**src/verilog/status_bank_consts.vh**
```
`ifndef STATUS_BANK_CONSTS_VH
`define STATUS_BANK_CONSTS_VH

// register indexes on the status read port
`define ADDR_W           4
`define REG_OUT1_TIMING  4'h3
`define REG_OUT2_TIMING  4'h4
`define REG_OUT1_PWM     4'ha

// status word geometry and reset value
`define WORD_W           16
`define STATUS_RESET     16'h0000

// timing word fields
`define NODE_HI          15
`define NODE_LO          14
`define PEAK_HI          13
`define PEAK_LO          12
`define CLAMP_HI         11
`define CLAMP_LO         10
`define HOLD_HI          9
`define HOLD_LO          8

// two-bit duration warning codes
`define CODE_OK          2'h0
`define CODE_MIN         2'h1
`define CODE_MAX         2'h2

// pwm word layout
`define PWM_LOCKOUT_BIT  15
`define PWM_PEAK_BASE    8
`define PWM_HOLD_BASE    0
`define PWM_EVT_W        7

// event order inside each seven-bit half of the pwm word
`define EVT_SKIP         6
`define EVT_RIPPLE_HI    5
`define EVT_RIPPLE_LO    4
`define EVT_HI_TIMEOUT   3
`define EVT_LOW_CURRENT  2
`define EVT_LO_TIMEOUT   1
`define EVT_SELFTEST     0

// edges to wait after reset release before the address strap is taken
`define STRAP_SETTLE     2'h3

`endif

```
**src/verilog/duration_check.v**
```verilog
`timescale 1ns/10ps
`include "status_bank_consts.vh"

// compares one finished duration against its limits and latches the code
module duration_check #(
	parameter DUR_W = 8
) (
	input  wire             core_clk_in,
	input  wire             rst_in,
	input  wire             done_in,
	input  wire [DUR_W-1:0] dur_in,
	input  wire [DUR_W-1:0] min_in,
	input  wire [DUR_W-1:0] max_in,
	input  wire             clear_in,
	output reg  [1:0]       code_out
);

	reg [1:0] viol;      // verdict of this cycle's measurement

	// classify; short is tested first, so a duration below min and above max reads as short
	always @* begin
		viol = `CODE_OK;
		if (done_in) begin
			if (dur_in < min_in)
				viol = `CODE_MIN;
			else if (dur_in > max_in)
				viol = `CODE_MAX;
		end
	end

	// first nonzero code sticks; clear empties it
	always @(posedge core_clk_in or posedge rst_in) begin
		if (rst_in) begin
			code_out <= `CODE_OK;
		end else if (clear_in) begin
			// a violation landing with the clear is kept, not lost
			code_out <= viol; // RQ8
		end else if (code_out == `CODE_OK) begin
			code_out <= viol; // RQ8
		end
	end

endmodule // duration_check

```
**src/verilog/warn_status_bank.v**
```verilog
`timescale 1ns/10ps
`include "status_bank_consts.vh"

// How it works
// RQ1 - node address in top two bits
// RQ2 - out1 peak ramp: short 1, long 2
// RQ3 - out1 clamp time: short 1, long 2
// RQ4 - out1 hold ramp: short 1, long 2
// RQ5 - out2 peak ramp uses own peak setting
// RQ6 - out2 clamp time, shared clamp limits
// RQ7 - out2 hold ramp, shared hold limits
// RQ8 - nonzero codes hold until clear command
// RQ9 - one peak minimum, per-output peak maximum
// RQ10 - bit 15 flags out1 undercurrent lockout
// RQ11 - peak phase skip, ripple, low current bits
// RQ12 - peak phase sense timeouts, comparator test
// RQ13 - hold phase skip, ripple, low current bits
// RQ14 - hold phase sense timeouts, comparator test
// RQ15 - reserved bits zero, words reset zero
// RQ16 - summary bit ORs every warning flag
// RQ17 - reads harmless, writes ignored
module warn_status_bank #(
	parameter DUR_W = 8
) (
	input  wire                 core_clk_in,
	input  wire                 rst_in,
	input  wire [1:0]           node_address_in,
	input  wire                 clear_latched_faults_cmd_in,
	input  wire [DUR_W-1:0]     peak_ramp_min_limit_in,
	input  wire [DUR_W-1:0]     clamp_time_min_limit_in,
	input  wire [DUR_W-1:0]     clamp_time_max_limit_in,
	input  wire [DUR_W-1:0]     hold_ramp_min_limit_in,
	input  wire [DUR_W-1:0]     hold_ramp_max_limit_in,
	input  wire [DUR_W-1:0]     out1_peak_time_setting_in,
	input  wire [DUR_W-1:0]     out2_peak_time_setting_in,
	input  wire [1:0]           peak_ramp_done_in,
	input  wire [2*DUR_W-1:0]   peak_ramp_dur_in,
	input  wire [1:0]           clamp_time_done_in,
	input  wire [2*DUR_W-1:0]   clamp_time_dur_in,
	input  wire [1:0]           hold_ramp_done_in,
	input  wire [2*DUR_W-1:0]   hold_ramp_dur_in,
	input  wire                 out1_peak_phase_in,
	input  wire                 out1_hold_phase_in,
	input  wire                 out1_undercurrent_lockout_in,
	input  wire [`PWM_EVT_W-1:0] out1_peak_evt_in,
	input  wire [`PWM_EVT_W-1:0] out1_hold_evt_in,
	input  wire                 other_warnings_in,
	input  wire                 rd_en_in,
	input  wire [`ADDR_W-1:0]   rd_addr_in,
	input  wire                 wr_en_in,
	input  wire [`ADDR_W-1:0]   wr_addr_in,
	output reg  [`WORD_W-1:0]   rd_data_out,
	output reg                  rd_valid_out,
	output reg                  wr_reject_out,
	output reg                  warnings_summary_out
);

	// ---- address strap ----

	reg [1:0] node_sync1;      // first stage, read only by second
	reg [1:0] node_sync2;      // settled copy of the decoded strap
	reg [1:0] node_address;    // address frozen after release
	reg [1:0] strap_cnt;       // edges since reset release
	reg       strap_taken;     // address has been captured

	// two-flop synchroniser; the decoder output is not on our clock
	always @(posedge core_clk_in or posedge rst_in) begin
		if (rst_in) begin
			node_sync1 <= 2'h0;
			node_sync2 <= 2'h0;
		end else begin
			node_sync1 <= node_address_in;
			node_sync2 <= node_sync1;
		end
	end

	// capture the strap once, after the synchroniser has filled;
	// a strap cannot be caught under the async reset itself
	always @(posedge core_clk_in or posedge rst_in) begin
		if (rst_in) begin
			strap_cnt    <= 2'h0;
			strap_taken  <= 1'b0;
			node_address <= 2'h0;
		end else if (!strap_taken) begin
			if (strap_cnt == `STRAP_SETTLE) begin
				node_address <= node_sync2; // RQ1
				strap_taken  <= 1'b1;
			end else begin
				strap_cnt <= strap_cnt + 2'h1;
			end
		end
	end

	// ---- duration checks ----

	wire [2*DUR_W-1:0] peak_max_limit;  // per-output peak maximum
	wire [3:0]         peak_code;       // two bits per output
	wire [3:0]         clamp_code;      // two bits per output
	wire [3:0]         hold_code;       // two bits per output

	// each output judges its peak ramp against its own peak time
	assign peak_max_limit = {out2_peak_time_setting_in,
		out1_peak_time_setting_in}; // RQ9

	// one checker per output and per duration kind
	genvar ch;
	generate
		for (ch = 0; ch < 2; ch = ch + 1) begin : g_out
			// peak ramp: shared minimum, own maximum
			duration_check #(
				.DUR_W (DUR_W)
			) u_peak (
				.core_clk_in (core_clk_in),
				.rst_in      (rst_in),
				.done_in     (peak_ramp_done_in[ch]),
				.dur_in      (peak_ramp_dur_in[ch*DUR_W +: DUR_W]),
				.min_in      (peak_ramp_min_limit_in), // RQ9
				.max_in      (peak_max_limit[ch*DUR_W +: DUR_W]),
				.clear_in    (clear_latched_faults_cmd_in),
				.code_out    (peak_code[ch*2 +: 2])
			);

			// quick turn-off clamping: limits shared by both outputs
			duration_check #(
				.DUR_W (DUR_W)
			) u_clamp (
				.core_clk_in (core_clk_in),
				.rst_in      (rst_in),
				.done_in     (clamp_time_done_in[ch]),
				.dur_in      (clamp_time_dur_in[ch*DUR_W +: DUR_W]),
				.min_in      (clamp_time_min_limit_in),
				.max_in      (clamp_time_max_limit_in),
				.clear_in    (clear_latched_faults_cmd_in),
				.code_out    (clamp_code[ch*2 +: 2])
			);

			// hold ramp: limits shared by both outputs
			duration_check #(
				.DUR_W (DUR_W)
			) u_hold (
				.core_clk_in (core_clk_in),
				.rst_in      (rst_in),
				.done_in     (hold_ramp_done_in[ch]),
				.dur_in      (hold_ramp_dur_in[ch*DUR_W +: DUR_W]),
				.min_in      (hold_ramp_min_limit_in),
				.max_in      (hold_ramp_max_limit_in),
				.clear_in    (clear_latched_faults_cmd_in),
				.code_out    (hold_code[ch*2 +: 2])
			);
		end
	endgenerate

	// ---- pwm cycle warnings for output 1 ----

	reg  [`WORD_W-1:0] pwm_word;     // sticky pwm flags
	wire [`WORD_W-1:0] pwm_set;      // this cycle's new events
	wire               clr;          // short alias for the clear

	assign clr = clear_latched_faults_cmd_in;

	// undercurrent lockout is not tied to a regulation phase
	assign pwm_set[`PWM_LOCKOUT_BIT] = out1_undercurrent_lockout_in; // RQ10
	// bit 7 has no source and stays zero
	assign pwm_set[`PWM_PEAK_BASE-1] = 1'b0; // RQ13

	// peak events count only in peak phase, hold events in hold
	// phase; event order inside each half is the same
	genvar k;
	generate
		for (k = 0; k < `PWM_EVT_W; k = k + 1) begin : g_pwm
			assign pwm_set[`PWM_PEAK_BASE+k] =
				out1_peak_phase_in & out1_peak_evt_in[k]; // RQ11 RQ12
			assign pwm_set[`PWM_HOLD_BASE+k] =
				out1_hold_phase_in & out1_hold_evt_in[k]; // RQ13 RQ14
		end
	endgenerate

	// latch the flags; a set in the clear cycle survives the clear
	always @(posedge core_clk_in or posedge rst_in) begin
		if (rst_in) begin
			pwm_word <= `STATUS_RESET; // RQ15
		end else if (clr) begin
			pwm_word <= pwm_set;
		end else begin
			pwm_word <= pwm_word | pwm_set;
		end
	end

	// ---- status words ----

	// timing codes under their field names; lane 0 is output 1
	wire [1:0] out1_peak_ramp_warn;   // output 1 peak ramp code
	wire [1:0] out1_clamp_time_warn;  // output 1 clamp time code
	wire [1:0] out1_hold_ramp_warn;   // output 1 hold ramp code
	wire [1:0] out2_peak_ramp_warn;   // output 2 peak ramp code
	wire [1:0] out2_clamp_time_warn;  // output 2 clamp time code
	wire [1:0] out2_hold_ramp_warn;   // output 2 hold ramp code

	assign out1_peak_ramp_warn  = peak_code[1:0];  // RQ2
	assign out1_clamp_time_warn = clamp_code[1:0]; // RQ3
	assign out1_hold_ramp_warn  = hold_code[1:0];  // RQ4
	assign out2_peak_ramp_warn  = peak_code[3:2];  // RQ5
	assign out2_clamp_time_warn = clamp_code[3:2]; // RQ6
	assign out2_hold_ramp_warn  = hold_code[3:2];  // RQ7

	// sticky pwm flags under their field names
	wire out1_undercurrent_lockout_warn; // lockout, in any phase
	wire out1_peak_skip_warn;            // peak phase cycle skip
	wire out1_peak_ripple_hi_warn;       // peak phase ripple high
	wire out1_peak_ripple_lo_warn;       // peak phase ripple low
	wire out1_peak_hiside_timeout_warn;  // peak phase high-side sense
	wire out1_peak_lowcurrent_warn;      // peak phase low current
	wire out1_peak_loside_timeout_warn;  // peak phase low-side sense
	wire out1_comparator_selftest_warn;  // peak phase comparator test
	wire out1_hold_skip_warn;            // hold phase cycle skip
	wire out1_hold_ripple_hi_warn;       // hold phase ripple high
	wire out1_hold_ripple_lo_warn;       // hold phase ripple low
	wire out1_hold_hiside_timeout_warn;  // hold phase high-side sense
	wire out1_hold_lowcurrent_warn;      // hold phase low current
	wire out1_hold_loside_timeout_warn;  // hold phase low-side sense
	wire out1_hold_selftest_warn;        // hold phase comparator test

	// peak half sits above the reserved bit, hold half below it
	assign out1_undercurrent_lockout_warn = pwm_word[`PWM_LOCKOUT_BIT];
	assign out1_peak_skip_warn =
		pwm_word[`PWM_PEAK_BASE+`EVT_SKIP];
	assign out1_peak_ripple_hi_warn =
		pwm_word[`PWM_PEAK_BASE+`EVT_RIPPLE_HI];
	assign out1_peak_ripple_lo_warn =
		pwm_word[`PWM_PEAK_BASE+`EVT_RIPPLE_LO];
	assign out1_peak_hiside_timeout_warn =
		pwm_word[`PWM_PEAK_BASE+`EVT_HI_TIMEOUT];
	assign out1_peak_lowcurrent_warn =
		pwm_word[`PWM_PEAK_BASE+`EVT_LOW_CURRENT];
	assign out1_peak_loside_timeout_warn =
		pwm_word[`PWM_PEAK_BASE+`EVT_LO_TIMEOUT];
	assign out1_comparator_selftest_warn =
		pwm_word[`PWM_PEAK_BASE+`EVT_SELFTEST];
	assign out1_hold_skip_warn =
		pwm_word[`PWM_HOLD_BASE+`EVT_SKIP];
	assign out1_hold_ripple_hi_warn =
		pwm_word[`PWM_HOLD_BASE+`EVT_RIPPLE_HI];
	assign out1_hold_ripple_lo_warn =
		pwm_word[`PWM_HOLD_BASE+`EVT_RIPPLE_LO];
	assign out1_hold_hiside_timeout_warn =
		pwm_word[`PWM_HOLD_BASE+`EVT_HI_TIMEOUT];
	assign out1_hold_lowcurrent_warn =
		pwm_word[`PWM_HOLD_BASE+`EVT_LOW_CURRENT];
	assign out1_hold_loside_timeout_warn =
		pwm_word[`PWM_HOLD_BASE+`EVT_LO_TIMEOUT];
	assign out1_hold_selftest_warn =
		pwm_word[`PWM_HOLD_BASE+`EVT_SELFTEST];

	wire [`WORD_W-1:0] out1_timing_warnings;    // word at index 3
	wire [`WORD_W-1:0] out2_timing_warnings;    // word at index 4
	wire [`WORD_W-1:0] out1_pwm_cycle_warnings; // word at index a

	// output 1 timing word; low byte reserved at zero
	assign out1_timing_warnings = {
		node_address,          // RQ1
		out1_peak_ramp_warn,   // RQ2
		out1_clamp_time_warn,  // RQ3
		out1_hold_ramp_warn,   // RQ4
		8'h00                  // RQ15
	};

	// output 2 timing word; same layout as output 1
	assign out2_timing_warnings = {
		node_address,          // RQ1
		out2_peak_ramp_warn,   // RQ5
		out2_clamp_time_warn,  // RQ6
		out2_hold_ramp_warn,   // RQ7
		8'h00                  // RQ15
	};

	// pwm word rebuilt field by field; bit 7 has no source
	assign out1_pwm_cycle_warnings = {
		out1_undercurrent_lockout_warn, // RQ10
		out1_peak_skip_warn,            // RQ11
		out1_peak_ripple_hi_warn,       // RQ11
		out1_peak_ripple_lo_warn,       // RQ11
		out1_peak_hiside_timeout_warn,  // RQ12
		out1_peak_lowcurrent_warn,      // RQ11
		out1_peak_loside_timeout_warn,  // RQ12
		out1_comparator_selftest_warn,  // RQ12
		1'b0,                           // RQ13
		out1_hold_skip_warn,            // RQ13
		out1_hold_ripple_hi_warn,       // RQ13
		out1_hold_ripple_lo_warn,       // RQ13
		out1_hold_hiside_timeout_warn,  // RQ14
		out1_hold_lowcurrent_warn,      // RQ13
		out1_hold_loside_timeout_warn,  // RQ14
		out1_hold_selftest_warn         // RQ14
	};

	// ---- read port ----

	reg [`WORD_W-1:0] next_rd_data;  // word selected by address

	// decode; unmapped indexes read as zero
	always @* begin
		case (rd_addr_in)
			`REG_OUT1_TIMING: next_rd_data = out1_timing_warnings;
			`REG_OUT2_TIMING: next_rd_data = out2_timing_warnings;
			`REG_OUT1_PWM:    next_rd_data = out1_pwm_cycle_warnings;
			default:          next_rd_data = `STATUS_RESET;
		endcase
	end

	// register the answer one edge after the request; reading
	// touches no flag, so a read can never lose a warning
	always @(posedge core_clk_in or posedge rst_in) begin
		if (rst_in) begin
			rd_data_out  <= `STATUS_RESET;
			rd_valid_out <= 1'b0;
		end else begin
			rd_valid_out <= rd_en_in; // RQ17
			if (rd_en_in)
				rd_data_out <= next_rd_data; // RQ17
		end
	end

	// ---- write port ----

	wire wr_hits_bank;  // write aimed at one of our words

	assign wr_hits_bank = (wr_addr_in == `REG_OUT1_TIMING) ||
		(wr_addr_in == `REG_OUT2_TIMING) ||
		(wr_addr_in == `REG_OUT1_PWM);

	// every field is read-only: a write only reports its refusal
	always @(posedge core_clk_in or posedge rst_in) begin
		if (rst_in)
			wr_reject_out <= 1'b0;
		else
			wr_reject_out <= wr_en_in & wr_hits_bank; // RQ17
	end

	// ---- warning summary ----

	wire any_local_warning;  // any flag of this bank set

	// node address and reserved bits are not warnings
	assign any_local_warning = (|peak_code) | (|clamp_code) |
		(|hold_code) | (|pwm_word);

	// registered, so it trails the flags by one edge
	always @(posedge core_clk_in or posedge rst_in) begin
		if (rst_in)
			warnings_summary_out <= 1'b0;
		else
			warnings_summary_out <= any_local_warning |
				other_warnings_in; // RQ16
	end

endmodule // warn_status_bank

```
**config.mk**
```make
export PLATFORM = sky130hd
export DESIGN_NAME = warn_status_bank
export DESIGN_NICKNAME = d
export VERILOG_FILES = /design/src/verilog/duration_check.v /design/src/verilog/warn_status_bank.v
export VERILOG_INCLUDE_DIRS = /design/src /design/src/verilog
export SDC_FILE = /design/constraint.sdc
export NUM_CORES = 1
export LEC_CHECK = 0
export BUFFER_PORTS_ARGS = -buffer_cell sky130_fd_sc_hd__buf_4
export CAP_MARGIN = 20
export CORE_AREA = 2 2 106 108
export DETAILED_ROUTE_END_ITERATION = 7
export DIE_AREA = 0 0 108 110
export HOLD_SLACK_MARGIN = 0.05
export PLACE_DENSITY = 0.78
export SETUP_SLACK_MARGIN = 0.2
export SLEW_MARGIN = 25
export SYNTH_ARGS = -nofsm -noshare
export SYNTH_HDL_FRONTEND = slang
export SYNTH_SLANG_ARGS = --single-unit
```
**constraint.sdc**
```tcl
create_clock -name core_clk_in -period 5.1 [get_ports core_clk_in]
set_input_delay 1.02 -clock core_clk_in [delete_from_list [all_inputs] [get_ports core_clk_in]]
set_output_delay 1.02 -clock core_clk_in [all_outputs]
set_load 0.02 [all_outputs]
```
==> impl_results.md <==
* MaxCap Viol Count at 0
* HPWL after DPL at approximately 10000 um
* CTS buffer count at 5
* CP bufs+invs at 2
* Initial Utilization at around 41%
* LEAKAGE at 3.034 nW
* Post-CTS Hold Buffers at 0
* H-Tree Depth at 2
* Min Tclk post-route at 2.219 ns
* Sequential share of power at between 40% and 50%
* Clock power share at roughly a quarter
* CTS tree: yes
* Nets at 870
* Core Box Area at between 10000 and 15000 um^2
* I/O Pins at roughly 160
* Crit path max-delay family: compound AO/OA/AOI/OAI gates
* Top FF cell, synth: dfrtp_1
* Max Slew Vio Count at 0
* Crit path launch type: input pin
* Setup ws final at about 2.9 ns
* Fin. Hold Viols at 0
* Post-route insts no fill at between 700 and 800
* Yosys warns at 0
* Crit path DAT at roughly 2.4 ns
* Num rows at 38
* Critical path endpoint category: flop
* Antenna Violating Nets Remaining at 0
* Post-Syn Instances at 478
* CTS Buffer Depth at 2
* Vias at 4100
* Max-slew headroom at ~53%
* Clk_lat worst skew at a little over 0.3 ns
* RSZ-0062 raised after global routing: false
* Cell Pwr Density at 190.1 nW/um^2
* GPL Wtd Cong at 0.8287
* Chip height at 110 um
* Net Sw Power at around 0.33 mW
* Vias in the first global route at about 4200
* Reg2Reg Capture Point: strap_cnt[1]
* Worst-margin pin slew at 0.7023 ns
* Max incr delay on CP at around 0.36 ns
* Path depth of the worst reg2reg path at 3
* Port-buffer cells at 160
* Netlist cell types at 45
* Layout area overhead at 32.37%
* Total internal power at just under 0.8 mW
* Initial antenna violation count at 0
* Worst r2r src: strap_cnt[0]
* Critical Path Source: hold_ramp_min_limit_in[7]
* Setup TNS Final at 0 ns
* GR Overflow Total at 0
* Critical Setup Path Class: input pin to flop
* Post_cts resized at 0
* Number of synthesized register bits at between 50 and 60
* Final Skew at about 0.006 ns
* Crit-path cells: buf_4, inv_1, ha_1, and3_1, a221oi_1, o31ai_1, a21oi_1, nor2_1
* Root buf cell: clkbuf_8
* Pin count of the biggest net entering global routing at between 50 and 60
* Critical Path End: g_out[0].u_hold.code_out[1]
* R2R Setup Slk at between 3 and 4 ns
* Worst path required time at 5.30 ns
* Worst Hold Class: flop to flop
* Register area share after synthesis at between 30% and 40%
* Vias/cell at between 5 and 6
* Slowest-stage cell, CP: a221oi_1
* Worst-path clk slew at around 0.09 ns
* Final Util at ~54%
* Period utilization at about 44%
* Placed insts at just under 800
* Leading post-synthesis cells by cell area: dfrtp_1 (31%), ha_1 (26%), inv_1 (6.1%)
* Antenna cell count at 0
* Design Power at between 1 and 1.5 mW
* Clock sink count at 54
* Final setup vio count at 0
* Sw frac at between 20 and 30%
* Critical-path maximum fanout at 2
* Post-Route WL at 11940 um
* WL per Instance at approximately 15 um
* Drt first-iter violations at 171
* First-pass GRT wire length at a little under 20000 um
* Max Freq at roughly 450 MHz
* GRT Overall Usage at between 20% and 30%
* Peak VDD IR at roughly 110 uV
* Setup Buffers After CTS at 0
* Post-synth ARST share at 100.0%
* Post-synth EDFFs at 0
* Mapped Nets at slightly above 700
* Share of layout cells above drive strength 1 at about 28%
* Die width at roughly 110 um
* Critical path depth at 8
* Area leader, netlist: dfrtp_1
* Gate power share at 30.4%
* Status: finished, final reports clean
* Setup WS pre-CTS at between 2 and 3 ns
* Top-area cell type share of the netlist area at around 30%
* DR DRC count at 0
* Die footprint at 11880 um^2
* Synth Cell Area at between 4000 and 5000 um^2
* Mean Syn Cell Area at roughly 9.2 um^2
* TritonRoute pass-1 iters at 4
[layer usage]
layer	wire [um]	part of all wire, %	GRT usage, %
met5	0	0	0
met4	250	2.1	5.403
met3	642	5.4	3.645
met2	5990	50	36.84
met1	5057	42	24.88
[flip-flops by register name, indices dropped and copies added (netlist names)]
name,flops
g_out.u_peak.code_out,4
strap_taken,1
strap_cnt,2
pwm_word,15
wr_reject_out,1
warnings_summary_out,1
g_out.u_hold.code_out,4
node_sync1,2
node_address,2
g_out.u_clamp.code_out,4
node_sync2,2
rd_valid_out,1
rd_data_out,15
[power by group through the flow]
stage                     combinational, mW  clock, mW  sequential, mW
after global routing                  0.378      0.313           0.484
final                                 0.336      0.290           0.480
after global placement                0.318          0           0.487
after CTS                             0.337      0.298           0.480
after floorplan                       0.179          0           0.484
after detailed placement              0.334          0           0.488
[layout make-up]
cell class	count	area [um^2]
Clock buffer	6	72.57
Tap cell	140	175.2
Timing Repair Buffer	160	1201
Sequential cell	54	1351
Inverter	71	269.0
Multi-Input combinational cell	344	2711
Fill cell	976	4880
Clock inverter	2	37.54
[per-stage QoR]
step | cell area [um^2] | hold WS (ns)
after CTS | 5818 | 0.3592
after global placement | 5705 | 0.3331
after detailed placement | 5708 | 0.3358
final | 5818 | 0.3547
after global routing | 5818 | 0.3750
after floorplan | 4395 | 0.3312
[Yosys cell counts (all sizes together) (4+ instances only)]
cell type  count
a2111oi        6
a21o           6
a21oi         34
a221oi         5
a22o          14
a22oi          8
and3           5
buf            5
clkbuf         4
dfrtp         54
ha            91
inv           71
nand2         33
nand2b        12
nand4         13
nor2          22
nor2b         14
nor4          12
o211a          5
o211ai         6
o21a           5
o21ai         20
o22ai          6
o31ai          6
[cell families (layout without fill, tap and decap cells)]
logic type      after synthesis  in the layout  share of synthesized area, %
flops                        54             54                         30.74
simple gates                121            121                         14.72
compound gates              126            126                         19.81
fa+ha+maj                    91             91                         25.90
buf+inv                      80            239                         7.572
mux                           3              3                        0.7685
xor+xnor                      2              2                        0.3986
other cells                   1              1                       0.08532
[worst min path at each step]
stage | start | endpoint | slack (ns) | depth (start not counted)
2_1_floorplan | node_sync1[0] | node_sync2[0] | 0.33 | 0
3_3_place_gp | node_sync1[1] | node_sync2[1] | 0.33 | 0
3_5_place_dp | node_sync1[0] | node_sync2[0] | 0.34 | 0
4_1_cts | node_sync1[0] | node_sync2[0] | 0.36 | 0
5_1_grt | node_sync1[0] | node_sync2[0] | 0.37 | 0
6_report | node_sync1[0] | node_sync2[0] | 0.35 | 0
[cells in the final DEF (no fill, tap or decap), types with 13 or more instances in the layout]
cell,n
buf_4,160
ha_1,91
inv_1,70
dfrtp_1,54
a21oi_1,34
nand2_1,33
nor2_1,22
o21ai_0,19
nor2b_1,14
a22o_1,14
nand4_1,13
No activity file was read; power rests on OpenSTA's default activity.
